<file path="src/rtl/intc_pkg.sv">
// Shared constants and types for the interrupt priority controller
package intc_pkg;
  localparam int NUM_PINS = 15;
  localparam int NUM_SRC  = 19;
  localparam int ADDR_W   = 4;
  localparam int DATA_W   = 32;
  // Register word addresses
  localparam logic [3:0] ADDR_CTRL   = 4'h0;
  localparam logic [3:0] ADDR_SENSE  = 4'h1;
  localparam logic [3:0] ADDR_ENABLE = 4'h2;
  localparam logic [3:0] ADDR_STATUS = 4'h3;
  localparam logic [3:0] ADDR_PRIO_L = 4'h4;
  localparam logic [3:0] ADDR_PRIO_H = 4'h5;
  localparam logic [3:0] ADDR_ROUTE  = 4'h6;
  localparam logic [3:0] ADDR_LASTV  = 4'h7;
  // Control register fields
  localparam int CTRL_NMI_EDGE_BIT = 3;
  localparam int CTRL_MODE_LSB     = 4;
  localparam logic [1:0] MODE_0 = 2'h0;
  localparam logic [1:0] MODE_2 = 2'h2;
  // Sense codes, rise bit above fall bit
  localparam logic [1:0] SENSE_LOW  = 2'h0;
  localparam logic [1:0] SENSE_FALL = 2'h1;
  localparam logic [1:0] SENSE_RISE = 2'h2;
  localparam logic [1:0] SENSE_BOTH = 2'h3;
  // Reset values
  localparam logic [1:0]  MODE_RST  = 2'h0;
  localparam logic        NMIE_RST  = 1'h0;
  localparam logic [29:0] SENSE_RST = 30'h0;
  localparam logic [14:0] EN_RST    = 15'h0;
  localparam logic [29:0] PRL_RST   = 30'h0;
  localparam logic [26:0] PRH_RST   = 27'h0;
  localparam logic [18:0] ROUTE_RST = 19'h0;
  // Vector numbers
  localparam logic [7:0] VEC_NMI  = 8'h07;
  localparam logic [7:0] VEC_PIN0 = 8'h40;
  localparam logic [7:0] VEC_WDT  = 8'h51;
  localparam logic [7:0] VEC_TMR  = 8'h6e;
  localparam logic [7:0] VEC_OSC  = 8'h72;
  localparam logic [7:0] VEC_DMA  = 8'h80;
  localparam logic [2:0] NMI_LEVEL = 3'h7;
  // Sources allowed to start a transfer
  localparam logic [18:0] XFER_ELIGIBLE = 19'h57fff;
  typedef struct packed {
    logic        instr_done;
    logic        mask_bit;
    logic [2:0]  mask_level;
  } core_state_t;
  typedef struct packed {
    logic        take;
    logic [7:0]  vector;
    logic [15:0] vaddr;
    logic [2:0]  mask_level;
    logic        set_mask_bit;
    logic        clear_trace;
  } core_accept_t;
  typedef struct packed {
    logic transfer_error_set;
    logic dma_error_flag_set;
    logic dma_transfer_enable_clear;
  } nmi_error_t;
endpackage

</file>
<file path="src/rtl/interrupt_priority_controller.sv">
// Interrupt priority controller between request sources and the core
//
// Overview of operation
// - Sixteen external inputs: nonmaskable pin and pins 14..0, all wake standby
// - Nonmaskable request is top priority, always taken regardless of mode or mask
// - Edge-select bit picks rising or falling edge for the nonmaskable pin
// - Nonmaskable event sets transfer and dma errors, clears all dma enables
// - Two-bit sense per pin: 00 low, 01 fall, 10 rise, 11 both
// - Each pin has an enable bit and a programmed priority level
// - Each pin sets a status flag that software may clear to zero
// - Flag clears: write 0 after read 1, handling, or transfer with select 0
// - Pin detection gated by port input control, independent of output setting
// - Peripheral request reaches controller only while its enable is 1
// - Only eligible sources may start the transfer or dma controller
// - Default priority: lower vector number wins
// - Mode 2 ties on level resolve by default vector order
// - Vector offset is four times vector; nonmaskable 7, pin 0 is 64
// - Two control modes, 0 and 2, chosen by control register field
// - Mode 2 gives eight levels, masked against three-bit core mask level
// - Mode 0 with mask bit 1 accepts only nonmaskable; others stay pending
// - Only the single highest-priority request is presented; others pend
// - Mode 2 accepts only a level above the current mask level
// - Handling begins only after the current instruction completes
// - Mode 0 acceptance sets the core mask bit
// - Mode 2 clears trace, loads accepted level or 7 for nonmaskable
// - Accepted request yields vector number and vector address to the core
//
// Added by the designer: the address-and-strobe port and the register addresses.
`timescale 1ns/1ps
`default_nettype none
module interrupt_priority_controller (
  input  wire logic                       clock,
  input  wire logic                       rst_n,
  input  wire logic [intc_pkg::ADDR_W-1:0] addr,
  input  wire logic [intc_pkg::DATA_W-1:0] wdata,
  input  wire logic                       wr_en,
  input  wire logic                       rd_en,
  output logic      [intc_pkg::DATA_W-1:0] rdata,
  input  wire logic                       nmi_pin,
  input  wire logic [14:0]                external_request_pin,
  input  wire logic [14:0]                pin_input_enable,
  input  wire logic [3:0]                 periph_flag,
  input  wire logic [3:0]                 periph_enable,
  input  wire intc_pkg::core_state_t      core_state,
  output logic                            core_request,
  output intc_pkg::core_accept_t          core_accept,
  output intc_pkg::nmi_error_t            nmi_error,
  output logic      [18:0]                transfer_request,
  input  wire logic [14:0]                transfer_done,
  input  wire logic                       transfer_interrupt_select,
  output logic                            wake_request
);
  import intc_pkg::*;

  logic [1:0]  mode_reg;
  logic [1:0]  mode_next;
  logic        nmi_edge_sel_reg;
  logic        nmi_edge_sel_next;
  logic [29:0] sense_reg;
  logic [29:0] sense_next;
  logic [14:0] enable_reg;
  logic [14:0] enable_next;
  logic [14:0] status_reg;
  logic [14:0] status_next;
  logic [14:0] seen_one_reg;
  logic [14:0] seen_one_next;
  logic [29:0] prio_lo_reg;
  logic [29:0] prio_lo_next;
  logic [26:0] prio_hi_reg;
  logic [26:0] prio_hi_next;
  logic [18:0] route_reg;
  logic [18:0] route_next;
  logic [7:0]  last_vec_reg;
  logic [7:0]  last_vec_next;
  logic [31:0] rdata_reg;
  logic [31:0] rdata_next;

  logic [14:0] pin_s1_reg;
  logic [14:0] pin_s2_reg;
  logic [14:0] pin_prev_reg;
  logic [2:0]  nmi_sync_reg;
  logic        nmi_pend_reg;
  logic        nmi_pend_next;

  core_accept_t accept_reg;
  core_accept_t accept_next;
  nmi_error_t   err_reg;
  nmi_error_t   err_next;
  logic         wake_reg;
  logic         wake_next;

  logic [14:0] pin_event;
  logic [14:0] pin_clear;
  logic        nmi_event;
  logic [56:0] prio_all;
  logic [18:0] src_req;
  logic [18:0] routed;
  logic [18:0] cand;
  logic        found;
  logic [4:0]  best_idx;
  logic [2:0]  best_lvl;
  logic        allowed;
  logic        take_nmi;
  logic        take_src;
  logic [7:0]  sel_vec;
  logic        wr_status;
  logic        rd_status;

  function automatic logic [7:0] src_vector(input logic [4:0] idx);
    logic [7:0] v;
    v = VEC_PIN0 + {3'h0, idx};
    case (idx)
      5'd15: v = VEC_WDT;
      5'd16: v = VEC_TMR;
      5'd17: v = VEC_OSC;
      5'd18: v = VEC_DMA;
      default: v = VEC_PIN0 + {3'h0, idx};
    endcase
    return v;
  endfunction

  // Pins idle high, so the stages reset high and no false edge follows reset
  // Synchronisers and detection history
  always_ff @(posedge clock) begin
    if (!rst_n) begin
      pin_s1_reg   <= 15'h7fff;
      pin_s2_reg   <= 15'h7fff;
      pin_prev_reg <= 15'h7fff;
      nmi_sync_reg <= 3'h0;
    end else begin
      pin_s1_reg   <= external_request_pin;
      pin_s2_reg   <= pin_s1_reg;
      pin_prev_reg <= pin_s2_reg;
      nmi_sync_reg <= {nmi_sync_reg[1:0], nmi_pin};
    end
  end

  // Edge select: 1 picks rising, 0 falling
  assign nmi_event = nmi_edge_sel_reg ?
    (nmi_sync_reg[1] & ~nmi_sync_reg[2]) :
    (~nmi_sync_reg[1] & nmi_sync_reg[2]);

  always_comb begin
    for (int i = 0; i < NUM_PINS; i++) begin
      case (sense_reg[2*i +: 2])
        SENSE_LOW:
          pin_event[i] = ~pin_s2_reg[i];
        SENSE_FALL:
          pin_event[i] = pin_prev_reg[i] & ~pin_s2_reg[i];
        SENSE_RISE:
          pin_event[i] = ~pin_prev_reg[i] & pin_s2_reg[i];
        default:
          pin_event[i] = pin_prev_reg[i] ^ pin_s2_reg[i];
      endcase
      // Port input control gates detection; output drive plays no part
      pin_event[i] = pin_event[i] & pin_input_enable[i];
    end
  end

  // Source requests, ordered by vector number
  assign prio_all = {prio_hi_reg, prio_lo_reg};
  assign src_req = {periph_flag & periph_enable,
                    status_reg & enable_reg};
  assign routed = route_reg & XFER_ELIGIBLE;
  assign transfer_request = src_req & routed;
  // Routed sources reach the core only with the select bit set
  assign cand = src_req &
    ~(routed & {NUM_SRC{~transfer_interrupt_select}});

  // Transfer routing ignores levels and masks; only the core path is ranked
  // Scan from the top so a lower index wins every tie
  always_comb begin
    found    = 1'b0;
    best_idx = 5'h0;
    best_lvl = 3'h0;
    for (int i = NUM_SRC - 1; i >= 0; i--) begin
      if (cand[i]) begin
        if (mode_reg == MODE_2) begin
          if (!found || prio_all[3*i +: 3] >= best_lvl) begin
            found    = 1'b1;
            best_idx = 5'(i);
            best_lvl = prio_all[3*i +: 3];
          end
        end else begin
          found    = 1'b1;
          best_idx = 5'(i);
          best_lvl = 3'h0;
        end
      end
    end
  end

  always_comb begin
    if (mode_reg == MODE_2) begin
      allowed = best_lvl > core_state.mask_level;
    end else begin
      allowed = ~core_state.mask_bit;
    end
  end

  assign sel_vec  = src_vector(best_idx);
  // Acceptance waits for the instruction boundary
  assign take_nmi = nmi_pend_reg & core_state.instr_done;
  assign take_src = ~nmi_pend_reg & found & allowed &
                    core_state.instr_done;
  // Nonmaskable pending always outranks a pin or peripheral
  // and is never gated by mode or mask
  assign core_request = nmi_pend_reg | (found & allowed);

  // Only bits read as 1 may be cleared, so a flag set after the read
  // survives the write of 0 that follows it
  assign wr_status = wr_en && addr == ADDR_STATUS;
  assign rd_status = rd_en && addr == ADDR_STATUS;

  always_comb begin
    for (int i = 0; i < NUM_PINS; i++) begin
      pin_clear[i] = 1'b0;
      if (wr_status && !wdata[i] && seen_one_reg[i]) begin
        pin_clear[i] = 1'b1;
      end
      // A low level still held keeps the flag up after handling
      if (take_src && best_idx == 5'(i) &&
          (sense_reg[2*i +: 2] != SENSE_LOW || pin_s2_reg[i])) begin
        pin_clear[i] = 1'b1;
      end
      if (transfer_done[i] && !transfer_interrupt_select) begin
        pin_clear[i] = 1'b1;
      end
    end
  end

  // Register file and flags
  always_comb begin
    mode_next         = mode_reg;
    nmi_edge_sel_next = nmi_edge_sel_reg;
    sense_next        = sense_reg;
    enable_next       = enable_reg;
    prio_lo_next      = prio_lo_reg;
    prio_hi_next      = prio_hi_reg;
    route_next        = route_reg;
    last_vec_next     = last_vec_reg;
    rdata_next        = 32'h0;
    // A fresh event wins over any clear in the same cycle
    status_next   = pin_event | (status_reg & ~pin_clear);
    seen_one_next = seen_one_reg;
    if (rd_status) begin
      seen_one_next = status_reg;
    end else if (wr_status) begin
      seen_one_next = 15'h0;
    end
    if (wr_en) begin
      if (addr == ADDR_CTRL) begin
        // Only modes 0 and 2 exist; other codes are ignored
        if (wdata[CTRL_MODE_LSB +: 2] == MODE_0 ||
            wdata[CTRL_MODE_LSB +: 2] == MODE_2) begin
          mode_next = wdata[CTRL_MODE_LSB +: 2];
        end
        nmi_edge_sel_next = wdata[CTRL_NMI_EDGE_BIT];
      end else if (addr == ADDR_SENSE) begin
        sense_next = wdata[29:0];
      end else if (addr == ADDR_ENABLE) begin
        enable_next = wdata[14:0];
      end else if (addr == ADDR_PRIO_L) begin
        prio_lo_next = wdata[29:0];
      end else if (addr == ADDR_PRIO_H) begin
        prio_hi_next = wdata[26:0];
      end else if (addr == ADDR_ROUTE) begin
        route_next = wdata[18:0] & XFER_ELIGIBLE;
      end
    end
    if (rd_en) begin
      if (addr == ADDR_CTRL) begin
        rdata_next[CTRL_MODE_LSB +: 2]  = mode_reg;
        rdata_next[CTRL_NMI_EDGE_BIT]   = nmi_edge_sel_reg;
      end else if (addr == ADDR_SENSE) begin
        rdata_next[29:0] = sense_reg;
      end else if (addr == ADDR_ENABLE) begin
        rdata_next[14:0] = enable_reg;
      end else if (addr == ADDR_STATUS) begin
        rdata_next[14:0] = status_reg;
      end else if (addr == ADDR_PRIO_L) begin
        rdata_next[29:0] = prio_lo_reg;
      end else if (addr == ADDR_PRIO_H) begin
        rdata_next[26:0] = prio_hi_reg;
      end else if (addr == ADDR_ROUTE) begin
        rdata_next[18:0] = route_reg;
      end else if (addr == ADDR_LASTV) begin
        rdata_next[7:0] = last_vec_reg;
      end
    end
    if (take_nmi) begin
      last_vec_next = VEC_NMI;
    end else if (take_src) begin
      last_vec_next = sel_vec;
    end
  end

  always_ff @(posedge clock) begin
    if (!rst_n) begin
      mode_reg         <= MODE_RST;
      nmi_edge_sel_reg <= NMIE_RST;
      sense_reg        <= SENSE_RST;
      enable_reg       <= EN_RST;
      status_reg       <= EN_RST;
      seen_one_reg     <= EN_RST;
      prio_lo_reg      <= PRL_RST;
      prio_hi_reg      <= PRH_RST;
      route_reg        <= ROUTE_RST;
      last_vec_reg     <= 8'h0;
      rdata_reg        <= 32'h0;
    end else begin
      mode_reg         <= mode_next;
      nmi_edge_sel_reg <= nmi_edge_sel_next;
      sense_reg        <= sense_next;
      enable_reg       <= enable_next;
      status_reg       <= status_next;
      seen_one_reg     <= seen_one_next;
      prio_lo_reg      <= prio_lo_next;
      prio_hi_reg      <= prio_hi_next;
      route_reg        <= route_next;
      last_vec_reg     <= last_vec_next;
      rdata_reg        <= rdata_next;
    end
  end

  // Core acceptance, error pulses and wake
  always_comb begin
    // Set wins over the acceptance clear
    nmi_pend_next = nmi_event | (nmi_pend_reg & ~take_nmi);
    accept_next   = '0;
    if (take_nmi) begin
      accept_next.take         = 1'b1;
      accept_next.vector       = VEC_NMI;
      accept_next.vaddr        = {6'h00, VEC_NMI, 2'h0};
      accept_next.mask_level   = NMI_LEVEL;
      accept_next.set_mask_bit = mode_reg == MODE_0;
      accept_next.clear_trace  = mode_reg == MODE_2;
    end else if (take_src) begin
      accept_next.take         = 1'b1;
      accept_next.vector       = sel_vec;
      accept_next.vaddr        = {6'h00, sel_vec, 2'h0};
      accept_next.mask_level   = best_lvl;
      accept_next.set_mask_bit = mode_reg == MODE_0;
      accept_next.clear_trace  = mode_reg == MODE_2;
    end
    err_next.transfer_error_set        = nmi_event;
    err_next.dma_error_flag_set        = nmi_event;
    err_next.dma_transfer_enable_clear = nmi_event;
    // Wake ignores the enables so a disabled pin can still release standby
    wake_next = nmi_event | (|pin_event);
  end

  always_ff @(posedge clock) begin
    if (!rst_n) begin
      nmi_pend_reg <= 1'b0;
      accept_reg   <= '0;
      err_reg      <= '0;
      wake_reg     <= 1'b0;
    end else begin
      nmi_pend_reg <= nmi_pend_next;
      accept_reg   <= accept_next;
      err_reg      <= err_next;
      wake_reg     <= wake_next;
    end
  end

  assign rdata        = rdata_reg;
  assign core_accept  = accept_reg;
  assign nmi_error    = err_reg;
  assign wake_request = wake_reg;
endmodule
`default_nettype wire

</file>
<file path="config.mk">
export PLATFORM = sky130hd
export DESIGN_NAME = interrupt_priority_controller
export DESIGN_NICKNAME = d
export VERILOG_FILES = /design/src/rtl/intc_pkg.sv /design/src/rtl/interrupt_priority_controller.sv
export SDC_FILE = /design/constraint.sdc
export NUM_CORES = 1
export LEC_CHECK = 0
export BUFFER_PORTS_ARGS = -buffer_cell sky130_fd_sc_hd__buf_2
export CORE_MARGIN = 5
export CORE_UTILIZATION = 53
export DETAILED_ROUTE_END_ITERATION = 12
export PLACE_DENSITY = 0.77
export SETUP_SLACK_MARGIN = 0.2
export SYNTH_ARGS = -nofsm -noshare
export SYNTH_HDL_FRONTEND = slang
export SYNTH_SLANG_ARGS = --single-unit
</file>
<file path="constraint.sdc">
create_clock -name clock -period 29.7 [get_ports clock]
set_input_delay 1.485 -clock clock [delete_from_list [all_inputs] [get_ports clock]]
set_output_delay 1.485 -clock clock [all_outputs]
set_load 0.05 [all_outputs]
</file>
Word-level counts from Yosys, hierarchy flattened

Index checks and enable logic that the tools add are counted.

Register bits: 268
Output and inout port bits: 86
Logic and storage cells: 671
Input port bits: 100

Equality and inequality tests: 57
Add/sub/neg operators: 1
$lt $le $gt $ge: 19
Muxes and demuxes: 248
Reductions and logical operators: 193
Bitwise logic cells: 124

Operators by type and width:

| cell                                                                  | count |
|---|---|
| 5-bit 2-to-1 mux                                                      | 55 |
| 3-bit 2-to-1 mux                                                      | 60 |
| 1-bit 2-to-1 mux                                                      | 102 |
| 15-bit 2-to-1 mux                                                     | 6 |
| 30-bit 2-to-1 mux                                                     | 3 |
| 1-bit logical AND                                                     | 77 |
| 19-bit AND                                                            | 3 |
| 3-bit >= comparator                                                   | 18 |
| 1-bit AND                                                             | 53 |
| 1-bit case mux with 3 select lines                                    | 15 |
| 1-bit inverter                                                        | 44 |
| 5-bit by 4-bit equality test with 1-bit output, second input constant | 8 |
| 2-bit equality test, second input constant                            | 17 |
| 1-bit logical NOT                                                     | 34 |
| 2-bit logical NOT                                                     | 17 |
| 1-bit logical OR                                                      | 34 |
| 2-bit nonzero test                                                    | 17 |
| 8-bit case mux with 4 select lines                                    | 1 |
| 15-bit AND                                                            | 2 |
| 2-bit by 1-bit equality test with 1-bit output, second input constant | 15 |
| 27-bit 2-to-1 mux                                                     | 1 |
| 8-bit 2-to-1 mux                                                      | 3 |
| 5-bit by 3-bit equality test with 1-bit output, second input constant | 4 |
| 19-bit 2-to-1 mux                                                     | 1 |
| 26 further kinds                                                      | 52 |

Longest topological paths before layout

Gate-level depths: netlist of run 1.

Word-level depth: 106
Mapped depth: 171
Gate-level depth less buffers: 169

Worst setup path after synthesis of run 1

Ideal clock, no wire load.

Path kind: in2out
From: input port periph_flag[3]
To: output port core_request
Data required time: 28.215 ns
Arrival time: 29.337 ns
Cell stages on the path: 155
Path slack: -1.122 ns
Path buffers: 0
Cells stage by stage: nand2_1 -> nor3_1 -> nand2_1 -> ha_1 -> a21o_1 -> a31o_2 -> a21oi_1 -> a22o_1 -> nand2_1 -> ha_1 -> o21ai_0 -> a21o_1 -> a31o_1 -> o221ai_1 -> o31ai_1 -> ha_1 -> nor3b_1 -> o21bai_1 -> [119 not listed] -> o211ai_1 -> nand2_1 -> o21ai_0 -> ha_1 -> nand2b_1 -> a21o_1 -> a21oi_1 -> o21ai_0 -> and2_1 -> a221o_1 -> ha_1 -> inv_1 -> a21o_1 -> a21oi_1 -> a31oi_1 -> nor2_1 -> a211oi_1 -> or2_2

Longest elaborated chain between the ends: 97
Elaborated cells between the ends (all ways): 170
Those cells by class: 19 x order compare; 111 x mux; 4 x bitwise; 36 x reduce/logical

Ends and longest elaborated chain:

| element                                                         | line                                 | text |
|---|---|---|
| start, declared                                                 | interrupt_priority_controller.sv:42  | `input wire logic [3:0] periph_flag,` |
| 4-bit AND *                                                     | interrupt_priority_controller.sv:162 | `assign src_req = {periph_flag & periph_enable,` |
| 19-bit AND *                                                    | interrupt_priority_controller.sv:167 | `assign cand = src_req &` |
| 3-bit 2-to-1 mux / 1-bit 2-to-1 mux (equally long branches)     | interrupt_priority_controller.sv:177 | `if (cand[i]) begin` |
| 3-bit >= comparator / 1-bit logical NOT (equally long branches) | interrupt_priority_controller.sv:179 | `if (!found \|\| prio_all[3*i +: 3] >= best_lvl) begin` |
| 1-bit logical OR                                                | interrupt_priority_controller.sv:179 |  |
| 3-bit 2-to-1 mux / 1-bit 2-to-1 mux (equally long branches)     | interrupt_priority_controller.sv:179 |  |
| 3-bit 2-to-1 mux / 1-bit 2-to-1 mux (equally long branches)     | interrupt_priority_controller.sv:178 | `if (mode_reg == MODE_2) begin` |
| 3-bit 2-to-1 mux / 1-bit 2-to-1 mux (equally long branches)     | interrupt_priority_controller.sv:177 |  |
| [81 not listed]                                                 | --                                   |  |
| 1-bit logical OR                                                | interrupt_priority_controller.sv:179 |  |
| 3-bit 2-to-1 mux                                                | interrupt_priority_controller.sv:179 |  |
| 3-bit 2-to-1 mux                                                | interrupt_priority_controller.sv:178 |  |
| 3-bit 2-to-1 mux                                                | interrupt_priority_controller.sv:177 |  |
| 3-bit greater-than comparator                                   | interrupt_priority_controller.sv:195 | `allowed = best_lvl > core_state.mask_level;` |
| 1-bit 2-to-1 mux                                                | interrupt_priority_controller.sv:194 | `if (mode_reg == MODE_2) begin` |
| 1-bit AND *                                                     | interrupt_priority_controller.sv:208 | `assign core_request = nmi_pend_reg \| (found & allowed);` |
| 1-bit OR *                                                      | interrupt_priority_controller.sv:208 |  |
| end, declared                                                   | interrupt_priority_controller.sv:45  | `output logic core_request,` |

Mark *: on every way between the ends. The rest lies on a longest branch, timed or not.

Worst setup path in the final report of run 1

From: input port periph_enable[3]
To: output port core_request

Longest elaborated chain between the ends: 97
Elaborated cells between the ends (all ways): 170
Those cells by class: 19 x order compare; 111 x mux; 4 x bitwise; 36 x reduce/logical

Ends and longest elaborated chain:

| element                                                         | line                                 | text |
|---|---|---|
| start, declared                                                 | interrupt_priority_controller.sv:43  | `input wire logic [3:0] periph_enable,` |
| 4-bit AND *                                                     | interrupt_priority_controller.sv:162 |  |
| 19-bit AND *                                                    | interrupt_priority_controller.sv:167 |  |
| 3-bit 2-to-1 mux / 1-bit 2-to-1 mux (equally long branches)     | interrupt_priority_controller.sv:177 |  |
| 3-bit >= comparator / 1-bit logical NOT (equally long branches) | interrupt_priority_controller.sv:179 |  |
| 1-bit logical OR                                                | interrupt_priority_controller.sv:179 |  |
| 3-bit 2-to-1 mux / 1-bit 2-to-1 mux (equally long branches)     | interrupt_priority_controller.sv:179 |  |
| 3-bit 2-to-1 mux / 1-bit 2-to-1 mux (equally long branches)     | interrupt_priority_controller.sv:178 |  |
| 3-bit 2-to-1 mux / 1-bit 2-to-1 mux (equally long branches)     | interrupt_priority_controller.sv:177 |  |
| [81 not listed]                                                 | --                                   |  |
| 1-bit logical OR                                                | interrupt_priority_controller.sv:179 |  |
| 3-bit 2-to-1 mux                                                | interrupt_priority_controller.sv:179 |  |
| 3-bit 2-to-1 mux                                                | interrupt_priority_controller.sv:178 |  |
| 3-bit 2-to-1 mux                                                | interrupt_priority_controller.sv:177 |  |
| 3-bit greater-than comparator                                   | interrupt_priority_controller.sv:195 |  |
| 1-bit 2-to-1 mux                                                | interrupt_priority_controller.sv:194 |  |
| 1-bit AND *                                                     | interrupt_priority_controller.sv:208 |  |
| 1-bit OR *                                                      | interrupt_priority_controller.sv:208 |  |

Marks and branches as above.

==> qor.yml, run 1 <==
synthesis:
  synth_top_area_share_pct: 35.50
  netlist_instances: 1839
  synth_ff_type: "dfxtp_1"
  synthDistinctLibCells: 93
  yosysWarnings: 0
  ys_seq_elements: 255
  synth-seq-area-share_pct: 35.50
  synth.area.top_cells: "dfxtp_1, nand2_1, a21oi_1"
  synth_edf_count: 0
  avgSynthCellArea_um2: 7.820
  syn_area_mm2: 0.01438
  yosysTopAreaCell: "dfxtp_1"
  synth-async-reset-ratio_pct: 0
worst_setup_path:
  worstReg2RegStart: "mode_reg[0]"
  cp-end-kind: "output port"
  critPathMaxStageDelay_ns: 0.47
  worstPathArrival_ns: 29.52
  required_ns: 28.21
  worst-path-max-fanout: 5
  timing.rr.end: "status_reg[8]"
  cpLargestDelayFamily: "compound AO/OA/AOI/OAI gates"
  cp_common_cell: "buf_4"
  cpMaxStageDelayCell: "a311o_1"
  r2r_cells: 177
  path_class: "in2out"
  regToRegSetupSlack_ns: 0.23
  critPathBufInv: 45
  startpoint_type: "primary input"
floorplanning:
  die_w_um: 174.7
  die_area_mm2: 0.03053
  start_util_pct: 53.66
  ioPinCount: 186
  rows: 60
  die-height_um: 174.7
  core_area_mm2: 0.02680
sta:
  max-slew-margin-rel_pct: 16.85
  setup_slack_ns: -1.308
  rsz0062_at_grt: "yes"
  clock_skew_ns: 0.01413
  fmaxAchievable_mhz: 32.25
  min_period_over_period_pct: 104.4
  period_needed_ns: 31.01
  report.final.hold_viol_count: 0
  worst_slew_pin_slew_ns: 1.244
  slew_viol_final: 0
  setup_violations: 18
cts:
  cts_tree: "done"
  cts_root_buffer: "clkbuf_16"
  clk_latency_ns: 0.56
  h-tree-depth: 1
  numCtsBuffers: 27
  hold_buffers: 0
  cts_buffer_depth: 3
  clk_pin_slew_worst_paths_ns: 0.06
  clkSinkCount: 255
hold_path:
  hold_path_depth: 1
  min-delay-path-class: "reg2reg"
  hp-start: "pin_s1_reg[9]"
  holdPathEnd: "pin_s2_reg[9]"
drt:
  wire_per_inst_um: 21.59
  first_iter_violations: 2038
  drcViolationCount: 0
  vias: 16000
  finalWirelength_um: 55140
  drt-pass1-iter-count: 6
  drtAntennaViolNets: 0
  viasPerCell: 6.266
final_layout:
  final_common_cell: "nand2_1"
  fin_nets: 2367
  mostFrequentLayoutCells: "nand2_1, dfxtp_1, buf_4, a21oi_1, buf_2"
  drive_gt1_share_pct: 31.72
  layout.cells.non_filler: 2554
  fin_util_pct: 71.85
  n_fill_cell: 1993
  seq_area_mm2: 0.005105
  multi_input_area_mm2: 0.009667
  area_growth_pct: 33.90
global_routing:
  grt_pass1_wl_um: 80990
  antenna_found_initial: 5
  grt_util_all_layers_pct: 32.94
  grt_pass1_vias: 14780
  grt_max_degree: 88
  grt_overflow: 0
placement:
  placed_cells: 2407
  place_ws_ns: -1.922
  portBuffers: 171
  dp_hpwl_um: 38910
  routabilityCongestion: 0.9915
power_and_ir_drop:
  leakagePower_nw: 8.033
  ir_worst_vdd_mv: 0.04972
  power.density_mw_per_mm2: 40.69
  power_w: 0.0007836
outcome:
  failed_checks: "setup timing"
  status: "finished with violations"
flow_run:
  drv_cap: 0
[cell families (layout without fill, tap and decap cells)]
family	Yosys count	after routing	share of synthesized area [%]
other cells	1	15	0.02608
compound gates	573	573	26.66
mux	28	28	2.697
fa+ha+maj	77	77	6.664
buf+inv	190	550	5.551
simple gates	715	715	22.91
flops	255	255	35.50
[worst register-to-register path, delay by kind of cell (launching register included)]
kind | cells | cell delay, ns
simple gates | 49 | 7.36
compound gates | 66 | 11.92
buf+inv | 45 | 5.45
flops | 1 | 0.31
fa+ha+maj | 16 | 4.04
mux | 1 | 0.24
[power breakdown]
| group | internal (W) | leakage (nW) | switching (W) |
|---|---|---|---|
| clock | 0.000185 | 0.419 | 0.000140 |
| combinational | 0.0000393 | 5.55 | 0.0000639 |
| sequential | 0.000349 | 2.07 | 0.00000689 |
[stage by stage]
stage	cell area [um^2]	TNS [ns]	hold WS, ns
after floorplan	14520	0	0.3863
after detailed placement	16500	-39.30	0.3916
after CTS	18100	-0.9440	0.4057
after global placement	16500	-11.51	0.3878
final	19260	-3.570	0.4049
after global routing	19250	-47.09	0.4244
[synthesized netlist by cell type (16+ instances only)]
cell type  number
nor2_1         80
a21o_1         32
and3_1         29
nor3_1         28
nor2b_1        20
a22o_1         25
o211ai_1       16
nand2_1       413
o21ai_0        65
inv_1          77
ha_1           75
a31oi_1        17
dfxtp_1       255
clkbuf_1       77
nand3_1        20
nand2b_1       54
and2_1         20
a22oi_1        33
buf_4          22
a21oi_1       227
a211oi_1       18
[what timing repair did]
action / 4_1_cts / 5_1_grt
pin swaps: 58 / 152
endpoints found under the setup margin: 38 / 38
gates resized for setup: 55 / 193
setup buffers: 69 / 28
endpoints found under the hold margin: 0 / 0
[routing by layer]
| layer | track usage (%) | part of all wire, % |
|---|---|---|
| met1 | 43.65 | 38 |
| met2 | 51.52 | 45 |
| met3 | 8.265 | 13 |
| met4 | 13.58 | 4.3 |
| met5 | 0 | 0.054 |
[final cells by class]
type | instances | area share, %
Antenna cell | 3 | 0.03899
Clock buffer | 39 | 4.107
Clock inverter | 8 | 0.3314
Inverter | 79 | 1.553
Multi-Input combinational cell | 1405 | 50.20
Sequential cell | 255 | 26.51
Tap cell | 341 | 2.216
Timing Repair Buffer | 424 | 15.04
[how the worst max path moves through the flow]
stage / from / end / slack, ns / cells after the start
2_1_floorplan: periph_flag[3] / core_request / 0.21 / 156
3_3_place_gp: periph_flag[3] / core_request / -1.21 / 160
3_5_place_dp: transfer_interrupt_select / core_request / -1.92 / 160
4_1_cts: transfer_interrupt_select / core_request / -0.94 / 164
5_1_grt: periph_enable[3] / core_request / -2.51 / 163
6_report: periph_enable[3] / core_request / -1.31 / 174
Power figures use the tool's default switching activity.
==> inputs of run 2 (changes only) <==
--- a/config.mk
+++ b/config.mk
@@ -7,9 +7,10 @@
 export LEC_CHECK = 0
 export BUFFER_PORTS_ARGS = -buffer_cell sky130_fd_sc_hd__buf_2
 export CORE_MARGIN = 5
-export CORE_UTILIZATION = 53
+export CORE_UTILIZATION = 55
+export CTS_BUF_LIST = sky130_fd_sc_hd__clkbuf_2 sky130_fd_sc_hd__clkbuf_4 sky130_fd_sc_hd__clkbuf_8
 export DETAILED_ROUTE_END_ITERATION = 12
-export PLACE_DENSITY = 0.77
+export PLACE_DENSITY = 0.79
 export SETUP_SLACK_MARGIN = 0.2
 export SYNTH_ARGS = -nofsm -noshare
 export SYNTH_HDL_FRONTEND = slang
==> run 2 against run 1 <==
Effect of this change:
- the run still ends with setup timing left
- sequential power about the same
- clock skew up 0.035 ns
- fmax increased by 0.74%
- combinational power barely moved
- final cell count shrank 0.70%
- design area down 0.99%
- via count down 0.89%
- core utilization up 1.7 points
- power up 0.76%
==> qor.yml, run 2 (synthesized netlist as in run 1, its figures left out) <==
global_routing:
  antenna_found_initial: 4  # was 5
  grt_overflow: 0  # unchanged
  grt_util_all_layers_pct: 34.35  # was 32.94%
  grt_max_degree: 99  # was 88
  grt_pass1_wl_um: 80270  # was 80,990 um
  grt_pass1_vias: 14800  # was 14,780
floorplanning:
  die-height_um: 171.7  # was 174.7 um
  die_w_um: 171.7  # was 174.7 um
  start_util_pct: 55.50  # was 53.66%
  ioPinCount: 186  # unchanged
  rows: 59  # was 60
  die_area_mm2: 0.02948  # was 0.03053 mm^2
  core_area_mm2: 0.02591  # was 0.02680 mm^2
sta:
  slew_viol_final: 0  # unchanged
  max-slew-margin-rel_pct: 13.80  # was 16.85%
  clock_skew_ns: 0.04916  # was 0.01413 ns
  worst_slew_pin_slew_ns: 1.293  # was 1.244 ns
  fmaxAchievable_mhz: 32.49  # was 32.25 MHz
  report.final.hold_viol_count: 0  # unchanged
  rsz0062_at_grt: "yes"  # unchanged
  setup_slack_ns: -1.081  # was -1.308 ns
  finalHoldWorstSlack_ns: 0.4046  # was 0.4049 ns
  min_period_over_period_pct: 103.6  # was 104.4%
  period_needed_ns: 30.78  # was 31.01 ns
  setup_violations: 1  # was 18
drt:
  drtAntennaViolNets: 0  # unchanged
  first_iter_violations: 2220  # was 2,038
  drt-pass1-iter-count: 7  # was 6
  viasPerCell: 6.254  # was 6.266
  drcViolationCount: 0  # unchanged
  vias: 15860  # was 16,000
  wire_per_inst_um: 21.26  # was 21.59 um
  finalWirelength_um: 53930  # was 55,140 um
placement:
  portBuffers: 171  # unchanged
  placed_area_mm2: 0.01652  # was 0.01650 mm^2
  routabilityCongestion: 1.027  # was 0.9915
  dp_hpwl_um: 39070  # was 38,910 um
  place_ws_ns: -2.058  # was -1.922 ns
  placed_cells: 2405  # was 2,407
worst_setup_path:
  cp_common_cell: "a21oi_2"  # was buf_4
  critPathMaxStageDelay_ns: 0.44  # was 0.47 ns
  required_ns: 28.21  # about the same
  cpMaxStageDelayCell: "a311o_1"  # unchanged
  startpoint_type: "primary input"  # unchanged
  path_class: "in2out"  # unchanged
  worst-path-max-fanout: 5  # unchanged
  worstPathArrival_ns: 29.30  # was 29.52 ns
  cp-end-kind: "output port"  # unchanged
cts:
  clkSinkCount: 255  # unchanged
  cts_tree: "done"  # unchanged
  h-tree-depth: 2  # was 1
  hold_buffers: 0  # unchanged
  cts_buffer_depth: 3  # unchanged
  numCtsBuffers: 43  # was 27
  clk_pin_slew_worst_paths_ns: 0.05  # was 0.06 ns
  cts_root_buffer: "clkbuf_8"  # was clkbuf_16
  clk_latency_ns: 0.58  # was 0.56 ns
outcome:
  status: "finished with violations"  # unchanged
  failed_checks: "setup timing"  # unchanged
final_layout:
  mostFrequentLayoutCells: "nand2_1, dfxtp_1, a21oi_1, buf_4, buf_2"  # was nand2_1, dfxtp_1, buf_4, a21oi_1, buf_2
  drive_gt1_share_pct: 31.64  # was 31.72%
  area_growth_pct: 32.56  # was 33.90%
  final_common_cell: "nand2_1"  # unchanged
  fin_area_mm2: 0.01906  # was 0.01926 mm^2
  fin_util_pct: 73.58  # was 71.85%
  fin_nets: 2345  # was 2,367
  layout.cells.non_filler: 2536  # was 2,554
flow_run:
  drv_cap: 0  # unchanged
power_and_ir_drop:
  power.density_mw_per_mm2: 41.42  # was 40.69 mW/mm^2
  leakagePower_nw: 7.978  # was 8.033 nW
  ir_worst_vdd_mv: 0.05550  # was 0.04972 mV
hold_path:
  min-delay-path-class: "reg2reg"  # unchanged
run 2: critical path: cells and delay by family:
family | cells | cell delay, ns
multiplexers | 1 | 0.29
adder cells (fa/ha/maj) | 20 | 5.23
AO/OA/AOI/OAI | 82 | 12.74
buffers and inverters | 18 | 2.17
AND/OR/NAND/NOR | 51 | 7.45
run 2: power by group:
part	total, W	internal, W	switching, W
Combinational	0.000102	0.0000391	0.0000631
Sequential	0.000356	0.000349	0.00000701
Clock	0.000331	0.000187	0.000145
Total	0.000790	0.000575	0.000215
run 2: path summary, 6_finish.rpt:
path                     from             to  slack, ns  depth (start not counted)
max reg2reg       mode_reg[0]  status_reg[1]       0.53                        174
min reg2reg     pin_s1_reg[0]  pin_s2_reg[0]       0.40                          1
min             pin_s1_reg[0]  pin_s2_reg[0]       0.40                          1
max          periph_enable[3]   core_request      -1.08                        172
run 2: area by class of cell:
| type | count | area, um^2 |
|---|---|---|
| clock inverters | 7 | 81.33 |
| repair buffers | 386 | 2609 |
| inverters | 79 | 299.0 |
| multi-input cells | 1405 | 9719 |
| clock buffers | 68 | 829.5 |
| flip-flops and latches | 255 | 5105 |
| fillers | 1911 | 6847 |
| diodes | 1 | 2.502 |
| well taps | 335 | 419.2 |
run 2: stage by stage:
step | setup TNS, ns | total power [W]
after detailed placement | -44.21 | 0.0004462
final | -1.081 | 0.0007896
after floorplan | 0 | 0.0004125
after CTS | -0.9266 | 0.0007780
after global placement | -11.89 | 0.0004439
after global routing | -41.59 | 0.0008137
run 2: repair_timing:
action / in CTS / in global routing
endpoints found under the hold margin: 0 / 0
buffers inserted: 31 / 24
pin swaps: 121 / 122
endpoints found under the setup margin: 38 / 38
gates cloned: 0 / 0
resized for setup: 103 / 159
run 2: routing by layer:
| metal | up-vias | wire, um | track usage, % |
|---|---|---|---|
| li1 | 7176 | - | - |
| met2 | 1041 | 23410 | 53.05 |
| met1 | 7429 | 21000 | 46.21 |
| met3 | 208 | 6998 | 8.688 |
| met4 | 6 | 2503 | 13.57 |
| met5 | - | 20 | 0 |
